$ cat src/csr_core_pkg.sv
/*
 * Shared constants for the core's dedicated registers: widths, reset
 * values, status word layout, stack step sizes, operation codes.
 * Assumes a single clock and a synchronous active-high reset.
 */
package csr_core_pkg;
	localparam int ADDR_W = 20;
	localparam int WORD_W = 16;

	localparam logic [19:0] PC_RESET = 20'h00000;
	localparam logic [19:0] SP_RESET = 20'h00000;
	localparam logic [15:0] PSW_RESET = 16'h0000;
	localparam logic [15:0] PSW_WRITABLE = 16'h01ff;

	localparam int CARRY_POS = 0;
	localparam int ZERO_POS = 1;
	localparam int NEG_POS = 2;
	localparam int IRQ_EN_POS = 3;
	localparam int HALT_POS = 4;
	localparam int XTAL_STOP_POS = 5;
	localparam int CLK_GEN0_POS = 6;
	localparam int CLK_GEN1_POS = 7;
	localparam int OVF_POS = 8;

	localparam logic [19:0] STEP_WORD = 20'h00002;
	localparam logic [19:0] STEP_ADDR = 20'h00004;
	localparam logic [19:0] VECTOR_TOP = 20'h0fffe;
	localparam logic [19:0] EVEN_MASK = 20'hffffe;
	localparam logic [19:0] LOW_64K_MASK = 20'h0ffff;

	localparam logic [1:0] MODE_REGISTER = 2'h0;

	typedef enum logic [4:0] {
		OP_STEP,
		OP_SHORT_BRANCH,
		OP_LONG_BRANCH,
		OP_PC_WRITE_WORD,
		OP_PC_WRITE_ADDR,
		OP_SHORT_CALL,
		OP_LONG_CALL,
		OP_SHORT_RETURN,
		OP_LONG_RETURN,
		OP_PUSH,
		OP_POP,
		OP_SP_LOAD,
		OP_IRQ_ENTRY,
		OP_IRQ_RETURN,
		OP_ADD,
		OP_SUB,
		OP_PSW_WRITE
	} op_t;
endpackage : csr_core_pkg

$ cat src/cpu_special_registers.sv
/*
 * Program counter, stack pointer and processor status word of the core.
 * Assumes the instruction decoder issues one op per cycle with operands,
 * and that the stack memory returns two words at the stack pointer.
 */
// Summary of operation
// - Program counter is 20 bits, always even
// - Counter advances by instruction length, two to eight
// - Short branch and call clear upper four bits
// - Direct counter writes honour size; word clears top
// - Short call saves low sixteen, long call twenty
// - Long return reloads twenty bits, pointer plus four
// - Short return reloads sixteen bits, pointer plus two
// - Stack pointer predecrements on push, postincrements on pop
// - Stack pointer always even, loaded by software
// - Pushing pointer stores old value; popping itself loads
// - Status word operand only register mode, word size
// - Interrupt entry pushes counter and status with top bits
// - Interrupt return restores status and full counter
// - Vectors sit downward from top of low 64K
// - Add overflow on like signs giving other sign
// - Subtract overflow on unlike signs, wrong result sign
// - Zero, negative and carry follow the result
// - Interrupt enable bit gates maskable interrupts
// - Core halt bit stops the core
// - Clock gen one stops oscillator only when unused
// - Clock gen zero disables loop control
// - Crystal stop bit stops crystal only when unused
`timescale 1ns/1ps
module cpu_special_registers
	import csr_core_pkg::*;
(
	input wire logic sys_clk_i,
	input wire logic srst_i,
	input wire logic op_valid_i,
	input wire op_t op_i,
	input wire logic [3:0] op_len_i,
	input wire logic [19:0] target_i,
	input wire logic [19:0] data_i,
	input wire logic [15:0] dst_i,
	input wire logic [1:0] src_mode_i,
	input wire logic word_op_i,
	input wire logic push_self_i,
	input wire logic pop_self_i,
	input wire logic [31:0] stack_rdata_i,
	input wire logic [4:0] irq_num_i,
	input wire logic irq_req_i,
	input wire logic osc_in_use_i,
	input wire logic xtal_in_use_i,
	input wire logic cg_reg3_i,
	input wire logic [1:0] cg_size_i,
	output logic [19:0] pc_o,
	output logic [19:0] sp_o,
	output logic [15:0] psw_o,
	output logic [15:0] alu_result_o,
	output logic [19:0] stack_addr_o,
	output logic [31:0] stack_wdata_o,
	output logic stack_we_o,
	output logic stack_wide_o,
	output logic [19:0] pop_data_o,
	output logic pop_valid_o,
	output logic [19:0] vector_addr_o,
	output logic irq_accept_o,
	output logic core_halt_o,
	output logic osc_off_o,
	output logic loop_off_o,
	output logic xtal_off_o,
	output logic const_valid_o,
	output logic [19:0] const_val_o
);
	logic [19:0] pc_q, pc_d;
	logic [19:0] sp_q, sp_d;
	logic [15:0] psw_q, psw_d;
	logic [15:0] sum_res;
	logic sum_c, sum_z, sum_n, sum_v;
	logic is_alu, psw_wr_ok;
	logic cg_valid;
	logic [19:0] cg_value;
	logic [19:0] step;

	assign is_alu = op_valid_i && (op_i == OP_ADD || op_i == OP_SUB);
	assign psw_wr_ok = (src_mode_i == MODE_REGISTER) && word_op_i;
	assign step = {16'h0000, op_len_i} & EVEN_MASK;

	arith_flags u_arith (
		.dst_i(dst_i),
		.src_i(data_i[15:0]),
		.sub_i(op_i == OP_SUB),
		.result_o(sum_res),
		.carry_o(sum_c),
		.zero_o(sum_z),
		.neg_o(sum_n),
		.ovf_o(sum_v)
	);

	const_source u_const (
		.reg3_i(cg_reg3_i),
		.mode_i(src_mode_i),
		.size_i(cg_size_i),
		.valid_o(cg_valid),
		.value_o(cg_value)
	);

	// Program counter next value
	always_comb begin
		pc_d = pc_q;
		if (op_valid_i) begin
			case (op_i)
				OP_STEP: pc_d = pc_q + step;
				OP_SHORT_BRANCH, OP_SHORT_CALL, OP_PC_WRITE_WORD:
					pc_d = target_i & LOW_64K_MASK;
				OP_LONG_BRANCH, OP_LONG_CALL, OP_PC_WRITE_ADDR:
					pc_d = target_i;
				OP_SHORT_RETURN:
					pc_d = {4'h0, stack_rdata_i[15:0]};
				OP_LONG_RETURN:
					pc_d = {stack_rdata_i[19:16], stack_rdata_i[15:0]};
				OP_IRQ_ENTRY:
					pc_d = target_i & LOW_64K_MASK;
				OP_IRQ_RETURN:
					pc_d = {stack_rdata_i[15:12], stack_rdata_i[31:16]};
				default: pc_d = pc_q;
			endcase
		end
		pc_d = pc_d & EVEN_MASK;
	end

	always_ff @(posedge sys_clk_i) begin
		if (srst_i) begin
			pc_q <= PC_RESET;
		end else begin
			pc_q <= pc_d;
		end
	end

	// Stack pointer next value
	always_comb begin
		sp_d = sp_q;
		if (op_valid_i) begin
			case (op_i)
				OP_SHORT_CALL, OP_PUSH: sp_d = sp_q - STEP_WORD;
				OP_LONG_CALL, OP_IRQ_ENTRY: sp_d = sp_q - STEP_ADDR;
				OP_SHORT_RETURN: sp_d = sp_q + STEP_WORD;
				OP_LONG_RETURN, OP_IRQ_RETURN: sp_d = sp_q + STEP_ADDR;
				// Popping into itself keeps the loaded value
				OP_POP: sp_d = pop_self_i ? {4'h0, stack_rdata_i[15:0]} :
					sp_q + STEP_WORD;
				OP_SP_LOAD: sp_d = data_i;
				default: sp_d = sp_q;
			endcase
		end
		sp_d = sp_d & EVEN_MASK;
	end

	always_ff @(posedge sys_clk_i) begin
		if (srst_i) begin
			sp_q <= SP_RESET;
		end else begin
			sp_q <= sp_d;
		end
	end

	// Status word next value
	always_comb begin
		psw_d = psw_q;
		if (is_alu) begin
			psw_d[CARRY_POS] = sum_c;
			psw_d[ZERO_POS] = sum_z;
			psw_d[NEG_POS] = sum_n;
			psw_d[OVF_POS] = sum_v;
		end else if (op_valid_i && op_i == OP_PSW_WRITE && psw_wr_ok) begin
			psw_d = data_i[15:0];
		end else if (op_valid_i && op_i == OP_IRQ_RETURN) begin
			psw_d = {4'h0, stack_rdata_i[11:0]};
		end else if (op_valid_i && op_i == OP_IRQ_ENTRY) begin
			// Handler starts with maskable interrupts off and core awake
			psw_d[IRQ_EN_POS] = 1'b0;
			psw_d[HALT_POS] = 1'b0;
		end
		psw_d = psw_d & PSW_WRITABLE;
	end

	always_ff @(posedge sys_clk_i) begin
		if (srst_i) begin
			psw_q <= PSW_RESET;
		end else begin
			psw_q <= psw_d;
		end
	end

	// Stack write port
	always_ff @(posedge sys_clk_i) begin
		if (srst_i) begin
			stack_we_o <= 1'b0;
			stack_wide_o <= 1'b0;
			stack_addr_o <= 20'h00000;
			stack_wdata_o <= 32'h00000000;
		end else begin
			stack_we_o <= 1'b0;
			stack_wide_o <= 1'b0;
			if (op_valid_i) begin
				case (op_i)
					OP_SHORT_CALL: begin
						stack_we_o <= 1'b1;
						stack_addr_o <= sp_q - STEP_WORD;
						stack_wdata_o <= {16'h0000, pc_q[15:0]};
					end
					OP_PUSH: begin
						stack_we_o <= 1'b1;
						stack_addr_o <= sp_q - STEP_WORD;
						// Pointer pushes its value from before the push
						stack_wdata_o <= push_self_i ?
							{16'h0000, sp_q[15:0]} :
							{16'h0000, data_i[15:0]};
					end
					OP_LONG_CALL: begin
						stack_we_o <= 1'b1;
						stack_wide_o <= 1'b1;
						stack_addr_o <= sp_q - STEP_ADDR;
						stack_wdata_o <= {12'h000, pc_q};
					end
					OP_IRQ_ENTRY: begin
						stack_we_o <= 1'b1;
						stack_wide_o <= 1'b1;
						stack_addr_o <= sp_q - STEP_ADDR;
						stack_wdata_o <= {pc_q[15:0], pc_q[19:16],
							psw_q[11:0]};
					end
					default: stack_we_o <= 1'b0;
				endcase
			end
		end
	end

	// Pop result for ordinary destinations
	always_ff @(posedge sys_clk_i) begin
		if (srst_i) begin
			pop_valid_o <= 1'b0;
			pop_data_o <= 20'h00000;
		end else begin
			pop_valid_o <= op_valid_i && op_i == OP_POP;
			pop_data_o <= {4'h0, stack_rdata_i[15:0]};
		end
	end

	// Flag arithmetic result
	always_ff @(posedge sys_clk_i) begin
		if (srst_i) begin
			alu_result_o <= 16'h0000;
		end else if (is_alu) begin
			alu_result_o <= sum_res;
		end
	end

	// Vector address and interrupt gating
	always_ff @(posedge sys_clk_i) begin
		if (srst_i) begin
			vector_addr_o <= VECTOR_TOP;
			irq_accept_o <= 1'b0;
		end else begin
			vector_addr_o <= VECTOR_TOP - {14'h0000, irq_num_i, 1'b0};
			irq_accept_o <= irq_req_i && psw_d[IRQ_EN_POS];
		end
	end

	// Low-power controls; a clock source in use is never stopped
	always_ff @(posedge sys_clk_i) begin
		if (srst_i) begin
			core_halt_o <= 1'b0;
			osc_off_o <= 1'b0;
			loop_off_o <= 1'b0;
			xtal_off_o <= 1'b0;
		end else begin
			core_halt_o <= psw_d[HALT_POS];
			osc_off_o <= psw_d[CLK_GEN1_POS] && !osc_in_use_i;
			loop_off_o <= psw_d[CLK_GEN0_POS];
			xtal_off_o <= psw_d[XTAL_STOP_POS] && !xtal_in_use_i;
		end
	end

	// Constant operand in place of the status word or constant register
	always_ff @(posedge sys_clk_i) begin
		if (srst_i) begin
			const_valid_o <= 1'b0;
			const_val_o <= 20'h00000;
		end else begin
			const_valid_o <= cg_valid;
			const_val_o <= cg_value;
		end
	end

	assign pc_o = pc_q;
	assign sp_o = sp_q;
	assign psw_o = psw_q;
endmodule : cpu_special_registers

$ cat src/arith_flags.sv
/*
 * Word adder and subtractor with status flag results.
 * Assumes operands are stable for the cycle in which they are sampled.
 */
`timescale 1ns/1ps
module arith_flags
	import csr_core_pkg::*;
(
	input wire logic [15:0] dst_i,
	input wire logic [15:0] src_i,
	input wire logic sub_i,
	output logic [15:0] result_o,
	output logic carry_o,
	output logic zero_o,
	output logic neg_o,
	output logic ovf_o
);
	logic [15:0] opnd;
	logic [16:0] sum;

	always_comb begin
		// Subtract as dst + not src + 1, so carry means no borrow
		opnd = sub_i ? ~src_i : src_i;
		sum = {1'b0, dst_i} + {1'b0, opnd} + {16'h0000, sub_i};
		result_o = sum[15:0];
		carry_o = sum[16];
		zero_o = (sum[15:0] == 16'h0000);
		neg_o = sum[15];
		// Same-sign effective operands giving the other sign
		ovf_o = (dst_i[15] == opnd[15]) && (sum[15] != dst_i[15]);
	end
endmodule : arith_flags

$ cat src/const_source.sv
/*
 * Constant generator values selected by source mode on the status word
 * and constant registers. Assumes the decoder flags the selected register.
 */
`timescale 1ns/1ps
module const_source
	import csr_core_pkg::*;
(
	input wire logic reg3_i,
	input wire logic [1:0] mode_i,
	input wire logic [1:0] size_i,
	output logic valid_o,
	output logic [19:0] value_o
);
	always_comb begin
		valid_o = 1'b1;
		value_o = 20'h00000;
		case ({reg3_i, mode_i})
			3'h0: valid_o = 1'b0;
			3'h1: value_o = 20'h00000;
			3'h2: value_o = 20'h00004;
			3'h3: value_o = 20'h00008;
			3'h4: value_o = 20'h00000;
			3'h5: value_o = 20'h00001;
			3'h6: value_o = 20'h00002;
			// All ones at the operand size: byte, word, address-word
			3'h7: value_o = (size_i == 2'h0) ? 20'h000ff :
				(size_i == 2'h1) ? 20'h0ffff : 20'hfffff;
			default: valid_o = 1'b0;
		endcase
	end
endmodule : const_source

$ cat config.mk
export PLATFORM = sky130hd
export DESIGN_NAME = cpu_special_registers
export DESIGN_NICKNAME = d
export VERILOG_FILES = /design/src/csr_core_pkg.sv /design/src/cpu_special_registers.sv /design/src/arith_flags.sv /design/src/const_source.sv
export SDC_FILE = /design/constraint.sdc
export NUM_CORES = 1
export LEC_CHECK = 0
export ABC_AREA = 1
export BUFFER_PORTS_ARGS = -buffer_cell sky130_fd_sc_hd__buf_4
export CELL_PAD_IN_SITES_DETAIL_PLACEMENT = 1
export CELL_PAD_IN_SITES_GLOBAL_PLACEMENT = 1
export CORE_ASPECT_RATIO = 0.8
export CORE_UTILIZATION = 36
export CTS_CLUSTER_SIZE = 16
export DETAILED_ROUTE_END_ITERATION = 6
export PLACE_DENSITY = 0.9
export SYNTH_ARGS = -nofsm -noshare
export SYNTH_HDL_FRONTEND = slang
export SYNTH_SLANG_ARGS = --single-unit
$ cat constraint.sdc
create_clock -name sys_clk_i -period 3.2 [get_ports sys_clk_i]
set_input_delay 0 -clock sys_clk_i [delete_from_list [all_inputs] [get_ports sys_clk_i]]
set_output_delay 0 -clock sys_clk_i [all_outputs]
set_load 0.02 [all_outputs]
==> flow_summary.toml <==
[clock_network]
cts.sinks = 149
htree_num_levels = 4
cts_root_buf = "clkbuf_16"
clk_pin_slew_ns = 0.07
post_cts_buffers = 0
cts_tree = "done"
clockBufferDepth = 2
cts_buffers = 17
clock_latency_ns = 0.46

[synthesis]
ys.flop_type = "dfxtp_1"
syn_area_sq_um = 9920
synth_area_leader_cell = "dfxtp_1"
syn_inst = 1505
synth_common_cells = "nand2_1 (306), nor2_1 (171), dfxtp_1 (149), inv_1 (149), o21ai_0 (134)"
yosysUniqueCellTypes = 57
synth_edf_count = 0
yosysWarnings = 0
synth_seq_cells = 149
synth_top_area_share_pct = 30.1
synth.area.top_cells = "dfxtp_1 (30%), nand2_1 (12%), o21ai_0 (6.8%)"
syn_area_per_cell_sq_um = 6.59
synth.most_common_cell = "nand2_1"
yosysSeqAreaShare_pct = 30.1
ys_async_sr_fraction_pct = 0

[global_routing]
grt-ovfl-total = 0
grt_max_degree = 62
grt_pass1_vias = 12751
grt_usage_pct = 35.2
grt_first_pass_wirelength_microns = 75200
antenna_found_initial = 1

[sta]
worstMarginPinSlew_ns = 0.981
finalMaxSlewViolations = 0
finalSetupTns_ns = 0
setup_viol = 0
slew_headroom_pct = 34.6
layout_min_cycle_time_ns = 3.15
fin_skew_ns = 0.0173
period_share_pct = 98.4
timing.final.ws_setup_ns = 0.0501
fmax_mhz = 317
final_hold_viol_count = 0
hold_ws_ns = 0.0487

[placement]
dp_slack_ns = 0.456
finalWeightedCongestion = 0.945
hpwl_microns = 34400
port_buffers = 277
dp_cells = 2084

[drt]
ant_nets = 0
wirelength_microns = 50300
via_per_inst = 5.72
drc = 0
dr.pass1.iters = 7
avgRoutedWirePerCell_microns = 22.9
via_count = 12589
first_iter_violations = 1175

[status]
outcome = "finished clean"

[power_and_ir_drop]
p_leak_uw = 0.00646
total_power_uw = 5960
ir_drop_uv = 416
p_per_area_nw_per_um2 = 437

[floorplanning]
chipWidth_microns = 188
rows = 53
num_io_pins = 309
fp.dieArea_sq_um = 28200
die_h_microns = 150
start_util_pct = 37.2
core_sq_um = 26700

[worst_setup_path]
rr_worst_depth = 14
startpoint = "pc_o[1]$_SDFFE_PP0P_"
end_kind = "register"
crit_required_ns = 3.59
crit_type = "reg -> reg"
r2r-start = "pc_o[1]$_SDFFE_PP0P_"
startpoint_type = "register"
rr_endpoint = "pc_o[16]$_SDFFE_PP0P_"
critPathArrivalTime_ns = 3.54
crit_path_end = "pc_o[16]$_SDFFE_PP0P_"
crit_fanout = 5
r2r_setup_slack_ns = 0.05

[worst_hold_path]
hold_class = "in -> reg"

[finish]
layout.cells.non_filler = 2200
drive_above_1_share_pct = 20.8
nets = 1973
syn2layout_area_growth_pct = 37.5

[flow_run]
cap_viol_max_count = 0
[how the worst min path moves through the flow]
stage                 start                            end  slack [ns]  depth (start not counted)
4_1_cts         push_self_i  stack_wdata_o[1]$_SDFFE_PP0P_        0.03                          3
3_5_place_dp   irq_num_i[2]    vector_addr_o[3]$_SDFF_PP1_        0.17                          2
2_1_floorplan  irq_num_i[0]    vector_addr_o[1]$_SDFF_PP1_        0.07                          1
5_1_grt         push_self_i  stack_wdata_o[2]$_SDFFE_PP0P_        0.09                          3
3_3_place_gp   osc_in_use_i           osc_off_o$_SDFF_PP0_        0.16                          2
6_report        push_self_i  stack_wdata_o[1]$_SDFFE_PP0P_        0.05                          3
[power breakdown]
group | internal (uW) | leakage (uW) | total [uW] | switching [uW]
clock | 1430 | 0.000317 | 2350 | 922
sequential | 1930 | 0.00121 | 2040 | 107
combinational | 571 | 0.00493 | 1570 | 1000
total | 3930 | 0.00646 | 5960 | 2030
[sequential cells by signal, indices dropped and copies added (netlist names)]
| register | cells |
|---|---|
| irq_accept_o | 1 |
| stack_wdata_o | 32 |
| alu_result_o | 16 |
| const_valid_o | 1 |
| psw_o | 9 |
| xtal_off_o | 1 |
| const_val_o | 7 |
| stack_we_o | 1 |
| stack_addr_o | 19 |
| sp_o | 19 |
| pc_o | 19 |
| vector_addr_o | 5 |
| stack_wide_o | 1 |
| pop_valid_o | 1 |
| osc_off_o | 1 |
| pop_data_o | 16 |
[area by class of cell]
type	count	area [sq um]
Clock buffer	20	457
Multi-Input combinational cell	1110	5810
Tap cell	357	447
Inverter	165	622
Timing Repair Buffer	387	3130
Sequential cell	149	2980
Antenna cell	1	2.50
Clock inverter	11	198
Fill cell	3460	13000
[cell families (layout without fill, tap and decap cells)]
logic type,after synthesis,in the layout,share of synthesized area (%)
XOR/XNOR,55,55,4.86
buffers and inverters,273,583,12.5
adder cells (fa/ha/maj),27,27,3.56
AO/OA/AOI/OAI,386,386,23.1
flip-flops,149,149,30.1
other,2,30,0.0757
AND/OR/NAND/NOR,613,613,25.8
[critical path, cell delays in order, from the launching register on]
cell and delay (ns):
dfxtp_1 0.52, ha_1 0.26, nand3_1 0.08, nand2_1 0.15, nand2_1 0.12, nor2_1 0.28
inv_1 0.13, nor2_2 0.26, nand2_1 0.15, nor2_2 0.18, nand2_1 0.08, nand2_1 0.07
nand3_1 0.06, a41oi_1 0.16, dlygate4sd3_1 0.57
[cell usage in the layout (no fill, tap or decap), types with 25 or more instances in the layout]
master	instances
o21ai_0	134
xor2_1	51
buf_4	302
nand2_1	306
dfxtp_1	149
ha_1	25
a21oi_1	122
nand3_1	64
nor2_1	168
dlygate4sd3_1	84
a31oi_1	26
inv_1	149
nor3_1	28
conb_1	29
[metal layers]
metal	GRT usage (%)	wire length [microns]	up-vias	share of wire [%]
met5	0	0	-	0
met2	56.2	22400	767	44
met3	9.42	5050	195	10
li1	-	-	5596	-
met1	44.2	20500	6031	41
met4	17.0	2420	0	4.8
[stage by stage]
stage | util (%) | area (sq um)
global route | 51.2 | 13600
CTS | 51.1 | 13600
floorplan | - | 10000
finish | 51.2 | 13600
detailed placement | 45.5 | 12100
global placement | 45.5 | 12100
[what timing repair did]
| item | 4_1_cts | 5_1_grt |
|---|---|---|
| endpoints found under the hold margin | 75 | 0 |
| gates resized for setup | 0 | 3 |
| endpoints found under the setup margin | 0 | 2 |
| hold buffers | 84 | 0 |
Power figures use the tool's default switching activity.
